==> config.mk <==
export PLATFORM = sky130hd
export DESIGN_NAME = threshold_switch
export DESIGN_NICKNAME = d
export VERILOG_FILES = /design/src/include/gear_sense_pkg.sv /design/src/hdl/peak_hold.sv /design/src/hdl/threshold_switch.sv
export SDC_FILE = /design/constraint.sdc
export NUM_CORES = 1
export LEC_CHECK = 0
export BUFFER_PORTS_ARGS = -buffer_cell sky130_fd_sc_hd__buf_2
export CAP_MARGIN = 30
export CORE_UTILIZATION = 60
export DETAILED_ROUTE_END_ITERATION = 12
export PLACE_DENSITY = 0.77
export RECOVER_POWER = 50
export SYNTH_ARGS = -nofsm -noshare
export SYNTH_HDL_FRONTEND = slang
export SYNTH_SLANG_ARGS = --single-unit
==> constraint.sdc <==
create_clock -name clock -period 41.4 [get_ports clock]
set_input_delay 4.14 -clock clock [delete_from_list [all_inputs] [get_ports clock]]
set_output_delay 4.14 -clock clock [all_outputs]
set_load 0.1 [all_outputs]
==> src/include/gear_sense_pkg.sv <==
/*
 * Constants and types of the adaptive threshold switch logic.
 * Assumes one 10 MHz clock and unsigned processed samples.
 */
package gear_sense_pkg;
	localparam int SIG_W         = 10;
	localparam int CODE_W        = 4;
	localparam int PCT_W         = 7;
	localparam int PCT_BASE      = 40;
	localparam int PCT_STEP      = 2;
	localparam int PCT_MAX       = 60;
	localparam int PCT_FULL      = 100;
	localparam int HYS_PCT       = 16;
	localparam int HYS_HALF      = HYS_PCT / 2;
	localparam int CAL_EDGES     = 3;
	localparam int STOP_EDGES    = 3;
	localparam int CLK_PERIOD_NS = 100;
	localparam int WDOG_TIME_US  = 20000;
	localparam int STOP_TIME_US  = 5000;
	// Longest times, so rounded down
	localparam int WDOG_CYCLES   = WDOG_TIME_US * 1000 / CLK_PERIOD_NS;
	localparam int STOP_CYCLES   = STOP_TIME_US * 1000 / CLK_PERIOD_NS;
	localparam logic [SIG_W-1:0] LOCK_SPAN_DEF = 10'h040;
	localparam logic [SIG_W-1:0] PEAK_RST      = 10'h000;
	localparam logic [PCT_W-1:0] PCT_RST       = 7'h28;
	localparam logic             OUT_POS       = 1'b0;
	localparam logic [31:0]      CNT_RST       = 32'h0000_0000;

	typedef enum {
		st_calibrate,
		st_run,
		st_lockout,
		st_stop
	} mode_t;
endpackage

==> src/hdl/peak_hold.sv <==
/*
 * One peak-holding tracker, following either the positive or the
 * negative peak of the processed sensor signal.
 * Assumes samples arrive on the same clock with a valid strobe.
 */
`timescale 1ns/1ns
module peak_hold #(
	parameter bit TRACK_MAX = 1'b1
) (
	input  wire logic                              clock,
	input  wire logic                              rst_n,
	input  wire logic                              clock_en,
	input  wire logic                              clear,
	input  wire logic                              reload,
	input  wire logic                              sample_valid,
	input  wire logic [gear_sense_pkg::SIG_W-1:0]  sample,
	output logic      [gear_sense_pkg::SIG_W-1:0]  peak
);
	import gear_sense_pkg::*;

	logic empty;
	wire  beyond = TRACK_MAX ? (sample > peak) : (sample < peak);
	// Reload restarts the hunt so the held peak can follow drift inward
	wire  take   = sample_valid && (empty || reload || beyond);

	// peak follows signal
	always_ff @(posedge clock or negedge rst_n) begin
		if (!rst_n) begin
			peak  <= PEAK_RST;
			empty <= 1'b1;
		end else if (clock_en) begin
			if (clear) begin
				peak  <= PEAK_RST;
				empty <= 1'b1;
			end else if (take) begin
				peak  <= sample;
				empty <= 1'b0;
			end
		end
	end

	peak_follow_a: assert property (
		@(posedge clock) disable iff (!rst_n)
		clock_en && sample_valid && !clear && beyond
			|=> peak == $past(sample))
		else $error("held peak missed a new extreme");
endmodule

==> src/hdl/threshold_switch.sv <==
/*
 * Decision logic of a differential gear-tooth sensor: peak tracking,
 * programmable percentage thresholds, lockout, stop, watchdog.
 * Assumes samples from the analog front end on the same clock, and
 * asynchronous pins for undervoltage and rotation direction.
 */
// Contract
// Hold two peak values, positive and negative, tracking while running.
// Switching thresholds are a fraction of the span between held peaks.
// Fraction is stored, programmable 40 to 60 percent, used every switch.
// Span below minimum counts as vibration and locks out switching.
// Lockout holds output level; resume only when amplitude is normal.
// Watchdog self-resets processing when output stops toggling.
// After watchdog reset, calibrate again before running switching.
// Undervoltage holds logic in reset with output at power-on level.
// Output inactive during calibration, first active at first switch point.
// After calibration enter running with peak tracking still active.
// Stop mode needs several target edges before running resumes.
// Output high on tooth for reference direction, inverted on reverse.
// Watchdog timeout is a parameter in clock cycles; lockout level LOCK_SPAN is a parameter, a span in signal units.
`timescale 1ns/1ns
module threshold_switch #(
	parameter int                              WDOG_LIMIT =
		gear_sense_pkg::WDOG_CYCLES,
	parameter int                              STOP_LIMIT =
		gear_sense_pkg::STOP_CYCLES,
	parameter logic [gear_sense_pkg::SIG_W-1:0] LOCK_SPAN  =
		gear_sense_pkg::LOCK_SPAN_DEF
) (
	input  wire logic                              clock,
	input  wire logic                              rst_n,
	input  wire logic                              clock_en,
	input  wire logic                              sample_valid,
	input  wire logic [gear_sense_pkg::SIG_W-1:0]  processed_sensor_signal,
	input  wire logic [gear_sense_pkg::CODE_W-1:0] threshold_code,
	input  wire logic                              reverse_pin,
	input  wire logic                              undervoltage_pin,
	output logic                                   switch_out,
	output gear_sense_pkg::mode_t                  mode,
	output logic                                   lockout_flag
);
	import gear_sense_pkg::*;

	function automatic logic [SIG_W-1:0] frac_of(
		input logic [SIG_W-1:0] span_in,
		input logic [PCT_W-1:0] pct_in
	);
		logic [SIG_W+PCT_W-1:0] prod;
		prod    = span_in * pct_in;
		frac_of = SIG_W'(prod / PCT_FULL);
	endfunction

	logic             uv_meta, uv_sync, dir_meta, dir_sync;
	logic [PCT_W-1:0] pct_reg;
	logic             above;
	logic [31:0]      edge_cnt, idle_cnt, wdog_cnt;
	mode_t            next_mode;
	logic [SIG_W-1:0] hi_peak, lo_peak;

	// Pins are asynchronous: two stages before use
	always_ff @(posedge clock or negedge rst_n) begin
		if (!rst_n) begin
			uv_meta  <= 1'b1;
			uv_sync  <= 1'b1;
			dir_meta <= 1'b0;
			dir_sync <= 1'b0;
		end else if (clock_en) begin
			uv_meta  <= undervoltage_pin;
			uv_sync  <= uv_meta;
			dir_meta <= reverse_pin;
			dir_sync <= dir_meta;
		end
	end

	wire in_cal    = (mode == st_calibrate);
	wire wdog_fire = !in_cal && (wdog_cnt >= 32'(WDOG_LIMIT - 1));
	wire soft_rst  = uv_sync || wdog_fire;

	// Code above range clamps to the top setting
	wire [PCT_W-1:0] code_pct = PCT_W'(PCT_BASE + PCT_STEP * threshold_code);
	wire [PCT_W-1:0] pct_new  =
		(code_pct > PCT_W'(PCT_MAX)) ? PCT_W'(PCT_MAX) : code_pct;

	// span between peaks
	wire [SIG_W-1:0] span     = (hi_peak > lo_peak) ? hi_peak - lo_peak : '0;
	// fraction with hysteresis
	wire [SIG_W-1:0] rise_thr = lo_peak + frac_of(span,
		pct_reg + PCT_W'(HYS_HALF));
	wire [SIG_W-1:0] fall_thr = lo_peak + frac_of(span,
		pct_reg - PCT_W'(HYS_HALF));

	wire rise_hit = sample_valid && !above &&
		(processed_sensor_signal >= rise_thr);
	wire fall_hit = sample_valid && above &&
		(processed_sensor_signal < fall_thr);
	wire feature  = rise_hit || fall_hit;
	wire low_amp  = (span < LOCK_SPAN);
	wire tooth    = rise_hit ? 1'b1 : (fall_hit ? 1'b0 : above);
	wire idle_out = (idle_cnt >= 32'(STOP_LIMIT - 1));
	wire cal_done = feature && (edge_cnt >= 32'(CAL_EDGES - 1));
	wire stop_done = feature && (edge_cnt >= 32'(STOP_EDGES - 1));
	wire out_drive = (mode == st_run) && feature && !low_amp;
	// polarity by direction
	wire out_level = tooth ^ dir_sync;

	// tracking stays on
	// Restart on the crossing toward own peak; the other peak stays held
	peak_hold #(.TRACK_MAX(1'b1)) hi_track (
		.clock        (clock),
		.rst_n        (rst_n),
		.clock_en     (clock_en),
		.clear        (soft_rst),
		.reload       (rise_hit),
		.sample_valid (sample_valid),
		.sample       (processed_sensor_signal),
		.peak         (hi_peak)
	);

	peak_hold #(.TRACK_MAX(1'b0)) lo_track (
		.clock        (clock),
		.rst_n        (rst_n),
		.clock_en     (clock_en),
		.clear        (soft_rst),
		.reload       (fall_hit),
		.sample_valid (sample_valid),
		.sample       (processed_sensor_signal),
		.peak         (lo_peak)
	);

	always_comb begin
		next_mode = mode;
		case (mode)
			// calibration into running
			st_calibrate: begin
				if (cal_done)
					next_mode = st_run;
			end
			// vibration lockout
			st_run: begin
				if (low_amp)
					next_mode = st_lockout;
				else if (idle_out)
					next_mode = st_stop;
			end
			// resume at normal amplitude
			st_lockout: begin
				if (!low_amp)
					next_mode = st_run;
			end
			// edges to leave stop
			st_stop: begin
				if (stop_done)
					next_mode = st_run;
			end
			default: next_mode = st_calibrate;
		endcase
		// watchdog back to calibration
		if (soft_rst)
			next_mode = st_calibrate;
	end

	always_ff @(posedge clock or negedge rst_n) begin
		if (!rst_n)
			mode <= st_calibrate;
		else if (clock_en)
			mode <= next_mode;
	end

	// setting stored during calibration
	always_ff @(posedge clock or negedge rst_n) begin
		if (!rst_n)
			pct_reg <= PCT_RST;
		else if (clock_en && in_cal)
			pct_reg <= pct_new;
	end

	always_ff @(posedge clock or negedge rst_n) begin
		if (!rst_n)
			above <= 1'b0;
		else if (clock_en)
			above <= soft_rst ? 1'b0 : tooth;
	end

	// Counts features in every mode, read in calibration and stop; cleared on mode change
	always_ff @(posedge clock or negedge rst_n) begin
		if (!rst_n)
			edge_cnt <= CNT_RST;
		else if (clock_en)
			edge_cnt <= (soft_rst || next_mode != mode) ? CNT_RST :
				(feature ? edge_cnt + 32'd1 : edge_cnt);
	end

	always_ff @(posedge clock or negedge rst_n) begin
		if (!rst_n)
			idle_cnt <= CNT_RST;
		else if (clock_en)
			idle_cnt <= (soft_rst || feature) ? CNT_RST : idle_cnt + 32'd1;
	end

	// cycles without output toggle
	// limit is a parameter
	always_ff @(posedge clock or negedge rst_n) begin
		if (!rst_n)
			wdog_cnt <= CNT_RST;
		else if (clock_en)
			wdog_cnt <= (soft_rst || in_cal ||
				(out_drive && out_level != switch_out)) ?
				CNT_RST : wdog_cnt + 32'd1;
	end

	// power-on level in reset
	// quiet until first switch point
	always_ff @(posedge clock or negedge rst_n) begin
		if (!rst_n)
			switch_out <= OUT_POS;
		else if (clock_en) begin
			if (soft_rst)
				switch_out <= OUT_POS;
			else if (out_drive)
				switch_out <= out_level;
		end
	end

	assign lockout_flag = (mode == st_lockout);

	uv_reset_a: assert property (
		@(posedge clock) disable iff (!rst_n)
		clock_en && uv_sync |=> switch_out == OUT_POS && mode == st_calibrate)
		else $error("undervoltage did not force reset state");

	cal_quiet_a: assert property (
		@(posedge clock) disable iff (!rst_n)
		mode == st_calibrate |-> switch_out == OUT_POS)
		else $error("output active during calibration");

	lock_enter_a: assert property (
		@(posedge clock) disable iff (!rst_n)
		clock_en && mode == st_run && low_amp && !soft_rst
			|=> mode == st_lockout)
		else $error("small signal did not lock out");

	lock_hold_a: assert property (
		@(posedge clock) disable iff (!rst_n)
		mode == st_lockout ##1 mode == st_lockout |-> $stable(switch_out))
		else $error("output moved during lockout");

	wdog_cal_a: assert property (
		@(posedge clock) disable iff (!rst_n)
		clock_en && wdog_fire |=> mode == st_calibrate && edge_cnt == 0)
		else $error("watchdog did not restart calibration");

	wdog_bound_a: assert property (
		@(posedge clock) disable iff (!rst_n)
		wdog_cnt < 32'(WDOG_LIMIT))
		else $error("watchdog overran its limit");

	cal_run_a: assert property (
		@(posedge clock) disable iff (!rst_n)
		mode == st_calibrate ##1 mode == st_run
			|-> $past(edge_cnt) == 32'(CAL_EDGES - 1))
		else $error("calibration ended on wrong edge count");

	stop_exit_a: assert property (
		@(posedge clock) disable iff (!rst_n)
		mode == st_stop ##1 mode == st_run
			|-> $past(edge_cnt) == 32'(STOP_EDGES - 1))
		else $error("stop left without enough edges");

	polarity_a: assert property (
		@(posedge clock) disable iff (!rst_n)
		clock_en && out_drive && rise_hit && !soft_rst
			|=> switch_out == !$past(dir_sync))
		else $error("output polarity wrong on rising feature");

	pct_range_a: assert property (
		@(posedge clock) disable iff (!rst_n)
		pct_reg >= PCT_W'(PCT_BASE) && pct_reg <= PCT_W'(PCT_MAX))
		else $error("stored threshold fraction out of range");

	thr_inside_a: assert property (
		@(posedge clock) disable iff (!rst_n)
		hi_peak > lo_peak |-> fall_thr >= lo_peak && rise_thr <= hi_peak
			&& fall_thr <= rise_thr)
		else $error("thresholds outside peak span");

	run_c: cover property (@(posedge clock) mode == st_run && out_drive);
	lock_c: cover property (@(posedge clock) mode == st_lockout);
	stop_c: cover property (@(posedge clock) mode == st_stop ##1 mode == st_run);
	wdog_c: cover property (@(posedge clock) wdog_fire);
endmodule

==> impl_metrics.csv, run 1 <==
group,metric,value,unit
logic_synthesis,syn-cell-area,17400,um2
global_route,grt_max_degree,82,
worst_hold_path,hp-class,"reg -> reg",
die,io_pins,54,
critical_path,crit_path_end_kind,"register",
critical_path,worstPathArrival,19.52,ns
place,port_buffers,53,
place,hpwlAfterDp,33.1,mm
routing,wirelength,43.3,mm
global_route,grt_use_total,29.3,%
final_layout,area_growth,6.50,%
critical_path,slowest_delay,0.82,ns
global_route,grt_pass1_vias,14599,
worst_hold_path,min_path_cells,2,
routing,ant_nets,0,
global_route,overflow,0,
sta,rsz0062_at_grt,"no",
final_layout,num_antenna_cells,0,
place,place.gp.congestion,0.962,
sta,slew_violations,177,
critical_path,critPathLaunchType,"register",
sta,setup_viol,0,
logic_synthesis,syn_nets,2267,
place,dp_cells,2430,
final_layout,stdcell_count,2462,
clocking,cts_tree,"yes",
logic_synthesis,yosys_most_used_dff,"dfrtp_1",
logic_synthesis,syn_avg_cell_area,8.50,um2
critical_path,reg2reg_to,"edge_cnt[11]$_DFFE_PN0P_",
die,dieHeight,172,um
sta,relSlewSlack,-195,%
clocking,clk_pin_slew,0.07,ns
sta,worstMarginPinSlew,4.42,ns
clocking,clk_latency,0.43,ns
logic_synthesis,ys_ff_latch,162,
logic_synthesis,async_flop_share,100,%
clocking,ctsHoldBuffers,0,
die,dieArea,29600,um2
clocking,clock_sinks,162,
global_route,antenna_found_initial,0,
critical_path,r2r_setup_slack,22.17,ns
final_layout,nets,2294,
clocking,cts_buffers,17,
routing,drc_errors,0,
status,outcome,"complete, but fails checks",
sta,max_freq,0.0520,GHz
final_layout,drive_above_1_share,8.93,%
logic_synthesis,ys_warn_count,0,
critical_path,reg2reg_depth,73,
worst_hold_path,hp-start,"lo_track.empty$_DFFE_PN1P_",
critical_path,crit_top_cell,"a21oi_1",
routing,wire_per_inst,17.6,um
global_route,grt_pass1_wl,70.1,mm
critical_path,required,41.68,ns
routing,drt-initial-drc-count,1233,
critical_path,r2r_start,"lo_track.peak[0]$_DFFE_PN0P_",
logic_synthesis,netlist_instances,2044,
logic_synthesis,synthDistinctLibCells,123,
job,maxCapViolCount,3,
clocking,clk_path_buf_depth,2,
sta,tns,0,ns
sta,clock_skew,0.0101,ns
routing,viasPerCell,6.35,
clocking,h-tree-depth,4,
critical_path,cp_max_fo,59,
routing,dr.pass1.iters,6,
die,start_util,61.7,%
critical_path,slowest_stage,"a21boi_1",
clocking,cts_resized,0,
clocking,cts.root.buffer_cell,"clkbuf_16",
routing,vias,15622,
die,die_w,172,um
die,core,28200,um2
status,violations,"max-capacitance violations, max-slew violations",
sta,post-route-period-util,46.5,%
sta,hold_viol_final,0,
worst_hold_path,min_to,"lo_track.empty$_DFFE_PN1P_",
critical_path,path_class,"reg -> reg",
die,rows,61,
clocking,post_cts_buffers,0,
final_layout,fillers,2345,
sta,period_needed,19.23,ns
logic_synthesis,ys_seq_area_share,23.4,%
logic_synthesis,synth_edf_count,0,
==> worst max-delay path by stage <==
| stage | slack (ns) | start | end |
|---|---|---|---|
| global route | 20.83 | hi_track.peak[0]$_DFFE_PN0P_ | edge_cnt[11]$_DFFE_PN0P_ |
| global placement | 22.96 | lo_track.peak[1]$_DFFE_PN0P_ | edge_cnt[19]$_DFFE_PN0P_ |
| CTS | 22.44 | lo_track.peak[0]$_DFFE_PN0P_ | edge_cnt[11]$_DFFE_PN0P_ |
| floorplan | 25.28 | hi_track.peak[0]$_DFFE_PN0P_ | edge_cnt[19]$_DFFE_PN0P_ |
| finish | 22.17 | lo_track.peak[0]$_DFFE_PN0P_ | edge_cnt[11]$_DFFE_PN0P_ |
| detailed placement | 22.50 | lo_track.peak[0]$_DFFE_PN0P_ | edge_cnt[25]$_DFFE_PN0P_ |
==> worst max-delay path, delay by kind of cell, from the launching register on <==
kind	cells	cell delay, ns
compound gates	37	9.67
fa+ha+maj	10	3.76
simple gates	16	3.11
mux	3	0.81
buf+inv	4	0.69
xor+xnor	3	0.56
flops	1	0.44
==> cell usage after synthesis (all sizes together), types with 8 or more instances <==
master / n / area share (%)
o211ai: 25 / 1.2
nor4: 33 / 1.4
a21o: 34 / 1.5
o21ai: 102 / 3.0
and4: 8 / 0.40
fa: 61 / 7.0
ha: 142 / 10
inv: 133 / 2.9
o21a: 13 / 0.61
nor2b: 41 / 1.5
o2111ai: 9 / 0.59
nor3: 55 / 1.7
xor2: 77 / 4.0
o31ai: 22 / 1.1
o32ai: 8 / 0.49
nand3: 64 / 1.9
clkbuf: 37 / 0.81
o31a: 8 / 0.40
a211o: 18 / 0.91
nand2b: 36 / 1.3
a2111oi: 10 / 0.94
or3: 20 / 0.72
xnor2: 77 / 4.2
dfrtp: 156 / 22
mux2i: 14 / 0.81
a211oi: 27 / 1.5
o21bai: 22 / 0.95
nand2: 174 / 3.8
a21oi: 97 / 3.0
nor2: 230 / 5.0
mux2: 14 / 0.93
nand3b: 8 / 0.35
or2: 15 / 0.55
a21boi: 8 / 0.35
and2: 33 / 1.2
and3: 33 / 1.2
nand4: 36 / 1.3
o211a: 10 / 0.58
a31oi: 17 / 0.73
buf: 16 / 0.47
o22ai: 10 / 0.47
==> placed cells by master, fill, tap and decap left out, types with 33 or more instances in the layout <==
cell type / Yosys / final
nor3_1: 52 / 52
a21oi_1: 90 / 90
buf_2: 14 / 46
nand2_1: 173 / 173
fa_1: 61 / 61
nor2_1: 228 / 228
ha_1: 142 / 142
a21o_1: 34 / 34
and3_1: 33 / 33
o21ai_0: 90 / 90
nand2b_1: 36 / 36
inv_1: 132 / 132
xnor2_1: 72 / 72
xor2_1: 75 / 75
nor2b_1: 41 / 41
nand4_1: 36 / 36
dfrtp_1: 156 / 156
nand3_1: 63 / 63
==> logic make-up after synthesis <==
logic type	count (synthesis)	synth area share (%)
AOI/OAI and AO/OA	506	22.1
xor gates and xnor gates	154	8.26
adders and majority gates	204	17.3
buffers and inverters	187	4.18
DFF	162	23.4
muxes	28	1.74
and+or+nand+nor	803	23.0
==> area by class of cell <==
type | count | area (um2) | area share [%]
clock inverter | 12 | 97.6 | 0.527
inverter | 134 | 505 | 2.73
sequential | 162 | 4060 | 22.0
multi-input combinational | 1695 | 12600 | 68.1
timing repair buffer | 61 | 309 | 1.67
tap | 378 | 473 | 2.56
clock buffer | 20 | 457 | 2.47
==> metal layers <==
metal | routed length [um] | GRT usage [%] | vias to the layer above
li1 | - | - | 7427
met1 | 19400 | 39.3 | 7632
met2 | 21000 | 50.2 | 495
met3 | 2110 | 2.91 | 68
met4 | 797 | 8.62 | 0
met5 | 0 | 0 | -
==> through the flow <==
stage	hold WS (ns)	setup WS (ns)	instance area (um2)	utilization, %
2_1_floorplan	0.461	25.28	17400	-
3_3_place_gp	0.471	22.96	18000	63.8
3_5_place_dp	0.487	22.50	18000	63.9
4_1_cts	0.496	22.44	18500	65.8
5_1_grt	0.521	20.83	18500	65.7
6_report	0.495	22.17	18500	65.7
Power of run 1 is left out: the tool's default activity adds up to more than one toggle a clock period on the data nets, which glitch-free logic cannot reach.
==> run 2, diff against run 1 <==
Clock period 41.4 ns to 18.89 ns, I/O delays scaled along.
==> impl_metrics.csv, run 2 (synthesis gave the netlist of run 1 again) <==
group,metric,value,unit
status,outcome,"complete, but fails checks",
status,violations,"max-capacitance violations, max-slew violations",
routing,drc_errors,0,
clocking,cts.root.buffer_cell,"clkbuf_16",
sta,setup_viol,0,
routing,dr.pass1.iters,6,
routing,ant_nets,0,
job,maxCapViolCount,2,
die,start_util,61.7,%
global_route,grt_use_total,30.3,%
sta,hold_viol_final,0,
sta,clock_skew,0.00767,ns
place,port_buffers,53,
clocking,clock_sinks,162,
final_layout,fillers,2341,
place,pre_cts_ws,0.313,ns
sta,finalWorstSetupSlack,1.04,ns
final_layout,layout_commonest_cell,"nor2_1",
critical_path,slowest_delay,0.59,ns
clocking,h-tree-depth,4,
final_layout,drive_above_1_share,10.2,%
routing,wirelength,44.3,mm
place,place.gp.congestion,0.945,
clocking,ctsHoldBuffers,0,
sta,hold-worst-slack,0.491,ns
final_layout,seq_area,4060,um2
routing,viasPerCell,6.32,
routing,vias,15632,
sta,period_needed,17.85,ns
critical_path,crit_buf_inv,5,
global_route,grt_max_degree,84,
sta,worstMarginPinSlew,4.55,ns
sta,rsz0062_at_grt,"no",
critical_path,crit_family,"compound AO/OA/AOI/OAI gates",
sta,relSlewSlack,-203,%
final_layout,num_antenna_cells,0,
final_layout,final_cell_mix,"226 x nor2_1, 173 x nand2_1, 156 x dfrtp_1, 142 x ha_1, 132 x inv_1",
clocking,cts_tree,"yes",
sta,post-route-period-util,94.5,%
final_layout,area_growth,7.97,%
sta,tns,0,ns
critical_path,crit_top_cell,"a21oi_1",
die,die_w,172,um
routing,drt-initial-drc-count,1470,
critical_path,worstPathArrival,18.14,ns
clocking,cts_buffers,17,
die,dieHeight,172,um
worst_hold_path,hp-class,"reg -> reg",
sta,max_freq,0.0560,GHz
place,hpwlAfterDp,33.3,mm
global_route,antenna_found_initial,0,
critical_path,required,19.18,ns
global_route,grt_pass1_wl,72.4,mm
critical_path,cp_max_fo,15,
critical_path,crit_path_end_kind,"register",
die,dieArea,29600,um2
critical_path,critPathLaunchType,"register",
die,rows,61,
global_route,grt_pass1_vias,14756,
clocking,clk_latency,0.43,ns
final_layout,multi_input_area,12700,um2
final_layout,nets,2305,
die,core,28200,um2
sta,slew_violations,160,
critical_path,path_class,"reg -> reg",
final_layout,fin_util,66.6,%
routing,wire_per_inst,17.9,um
global_route,overflow,0,
die,io_pins,54,
critical_path,slowest_stage,"a2111oi_4",
clocking,clk_pin_slew,0.06,ns
clocking,clk_path_buf_depth,2,
-- run 2: cell types whose count changed in the layout (fill, tap and decap cells not counted), sizes merged --
cell	change
clkinv	-3
bufinv	+2
clkinvlp	+1
buf	+12
inv	-3
clkbuf	+2
-- run 2: layout make-up --
cell class | instances | share of cell area (%)
Timing Repair Buffer | 72 | 2.09
Clock buffer | 23 | 2.49
Sequential cell | 162 | 21.7
Tap cell | 378 | 2.52
Multi-Input combinational cell | 1695 | 68.0
Clock inverter | 9 | 0.580
Inverter | 134 | 2.69
-- run 2: per-stage QoR --
| stage | cells | instance area, um2 |
|---|---|---|
| 6_report | 2473 | 18800 |
| 5_1_grt | 2473 | 18800 |
| 4_1_cts | 2464 | 18600 |
| 3_5_place_dp | 2432 | 18000 |
| 3_3_place_gp | 2432 | 18000 |
| 2_1_floorplan | 2044 | 17400 |
-- run 2: routing by layer --
metal | vias to the layer above | GRT usage, % | part of all wire [%]
li1 | 7438 | - | -
met1 | 7608 | 40.9 | 45
met4 | 0 | 8.27 | 2.0
met3 | 75 | 3.30 | 4.6
met5 | - | 0 | 0
met2 | 511 | 51.5 | 49
-- run 2: worst register-to-register path: cells and delay by family (launching register included) --
family	cells	cell delay, ns
flops	1	0.45
mux	3	0.80
simple gates	16	2.97
compound gates	35	8.03
buf+inv	5	0.53
xor+xnor	5	0.98
fa+ha+maj	10	3.94
-- run 2: path summary, 6_finish.rpt --
check / from / end / slack, ns / cells past startpoint
worst max-delay path: lo_track.peak[0]$_DFFE_PN0P_ / edge_cnt[11]$_DFFE_PN0P_ / 1.04 / 74
worst min-delay path: lo_track.empty$_DFFE_PN1P_ / lo_track.empty$_DFFE_PN1P_ / 0.49 / 2
worst max register to register: lo_track.peak[0]$_DFFE_PN0P_ / edge_cnt[11]$_DFFE_PN0P_ / 1.04 / 74
worst min register to register: lo_track.empty$_DFFE_PN1P_ / lo_track.empty$_DFFE_PN1P_ / 0.49 / 2
max in group asynchronous: rst_n / edge_cnt[30]$_DFFE_PN0P_ / 10.34 / 3
min in group asynchronous: rst_n / idle_cnt[29]$_DFFE_PN0P_ / 3.09 / 1
-- run 2: what timing repair did --
action / CTS / global route
endpoints found under the setup margin: 0 / 99
buffers inserted: 0 / 8
resized for setup: 0 / 30
Power of run 2 is left out for the same reason.
==> run 3, diff against run 2 <==
Settings changed: CORE_UTILIZATION 60 to 55, PLACE_DENSITY 0.77 to 0.72.
==> impl_metrics.csv, run 3 (synthesis gave the netlist of run 1 again) <==
group,metric,value,unit
die,dieArea,32300,um2
worst_hold_path,hp-class,"reg -> reg",
die,start_util,56.3,%
critical_path,critPathLaunchType,"register",
critical_path,slowest_stage,"fa_1",
critical_path,r2r_start,"hi_track.peak[0]$_DFFE_PN0P_",
clocking,clk_path_buf_depth,2,
sta,setup_viol,0,
place,pre_cts_ws,0.418,ns
routing,drc_errors,0,
clocking,clk_pin_slew,0.07,ns
sta,hold_viol_final,0,
sta,max_freq,0.0564,GHz
die,rows,64,
place,hpwlAfterDp,33.0,mm
critical_path,slowest_delay,0.55,ns
sta,period_needed,17.72,ns
place,place_area,18000,um2
sta,rsz0062_at_grt,"no",
sta,clock_skew,0.00860,ns
critical_path,path_class,"reg -> reg",
final_layout,num_antenna_cells,0,
die,core,30800,um2
routing,ant_nets,0,
final_layout,area_growth,8.20,%
sta,post-route-period-util,93.8,%
die,dieHeight,180,um
worst_hold_path,min_path_cells,2,
routing,dr.pass1.iters,5,
global_route,antenna_found_initial,0,
routing,wire_per_inst,17.3,um
clocking,cts_buffers,17,
status,outcome,"complete, but fails checks",
sta,relSlewSlack,-236,%
final_layout,fin_area,18800,um2
routing,drt-initial-drc-count,936,
final_layout,drive_above_1_share,9.24,%
global_route,grt_max_degree,97,
worst_hold_path,hp-start,"lo_track.empty$_DFFE_PN1P_",
critical_path,r2r_setup_slack,1.17,ns
sta,worstMarginPinSlew,5.04,ns
routing,highest_layer,"met4",
final_layout,nets,2309,
clocking,clk_latency,0.43,ns
routing,wl_met3,1.84,mm
critical_path,reg2reg_depth,76,
global_route,grt_pass1_vias,14972,
final_layout,fillers,2716,
final_layout,final_cell_mix,"227 x nor2_1, 172 x nand2_1, 156 x dfrtp_1, 142 x ha_1, 132 x inv_1",
global_route,grt_use_total,26.8,%
clocking,cts.root.buffer_cell,"clkbuf_16",
global_route,grt_pass1_wl,72.5,mm
critical_path,cp_max_fo,15,
final_layout,fin_util,61.0,%
die,io_pins,54,
place,place.gp.congestion,0.937,
clocking,cts_tree,"yes",
die,die_w,180,um
routing,viasPerCell,6.16,
clocking,ctsHoldBuffers,0,
sta,finalWorstSetupSlack,1.17,ns
final_layout,layout_commonest_cell,"nor2_1",
sta,tns,0,ns
worst_hold_path,min_to,"lo_track.empty$_DFFE_PN1P_",
routing,wl_met1,19.3,mm
status,violations,"max-capacitance violations, max-slew violations",
critical_path,reg2reg_to,"edge_cnt[17]$_DFFE_PN0P_",
routing,wirelength,43.0,mm
clocking,h-tree-depth,4,
critical_path,crit_path_end_kind,"register",
routing,wl_met2,21.0,mm
critical_path,worstPathArrival,18.00,ns
global_route,overflow,0,
job,maxCapViolCount,3,
place,port_buffers,53,
clocking,clock_sinks,162,
critical_path,required,19.18,ns
sta,slew_violations,201,
critical_path,crit_top_cell,"a21oi_1",
critical_path,startpoint,"hi_track.peak[0]$_DFFE_PN0P_",
routing,vias,15370,
==> run 3: per-stage QoR <==
step / hold WS, ns / std cells
after detailed placement: 0.481 / 2452
after floorplan: 0.461 / 2044
after global routing: 0.527 / 2495
after global placement: 0.474 / 2452
final: 0.490 / 2495
after CTS: 0.487 / 2484
==> run 3: routing by layer <==
layer  vias to the layer above  track usage (%)
li1                       7456                -
met1                      7432             36.1
met2                       409             46.1
met3                        73             2.07
met4                         0             7.86
met5                         -                0
==> run 3: worst max path at each step <==
stage | to | cells past startpoint
after floorplan | edge_cnt[19]$_DFFE_PN0P_ | 78
after global placement | edge_cnt[25]$_DFFE_PN0P_ | 72
after CTS | edge_cnt[17]$_DFFE_PN0P_ | 72
after global routing | edge_cnt[17]$_DFFE_PN0P_ | 73
final | edge_cnt[17]$_DFFE_PN0P_ | 76
after detailed placement | edge_cnt[17]$_DFFE_PN0P_ | 72
==> run 3: critical path, delay by kind of cell, from the launching register on <==
kind / cells / cell delay (ns)
flip-flops: 1 / 0.38
XOR/XNOR: 3 / 0.68
AO/OA/AOI/OAI: 39 / 8.70
multiplexers: 2 / 0.70
buffers and inverters: 6 / 0.50
AND/OR/NAND/NOR: 16 / 2.83
adder cells (fa/ha/maj): 10 / 3.77
==> run 3: cell type report <==
class	count	area, um2	area share, %
repair buffers	76	393	2.09
flip-flops and latches	162	4060	21.6
clock buffers	19	443	2.36
clock inverters	13	151	0.805
multi-input cells	1695	12700	67.8
inverters	134	505	2.69
well taps	396	495	2.64
==> run 3: what timing repair did <==
item | CTS | global route
buffers inserted | 0 | 11
endpoints found under the setup margin | 0 | 97
gates resized for setup | 0 | 29
Power of run 3 is left out for the same reason.
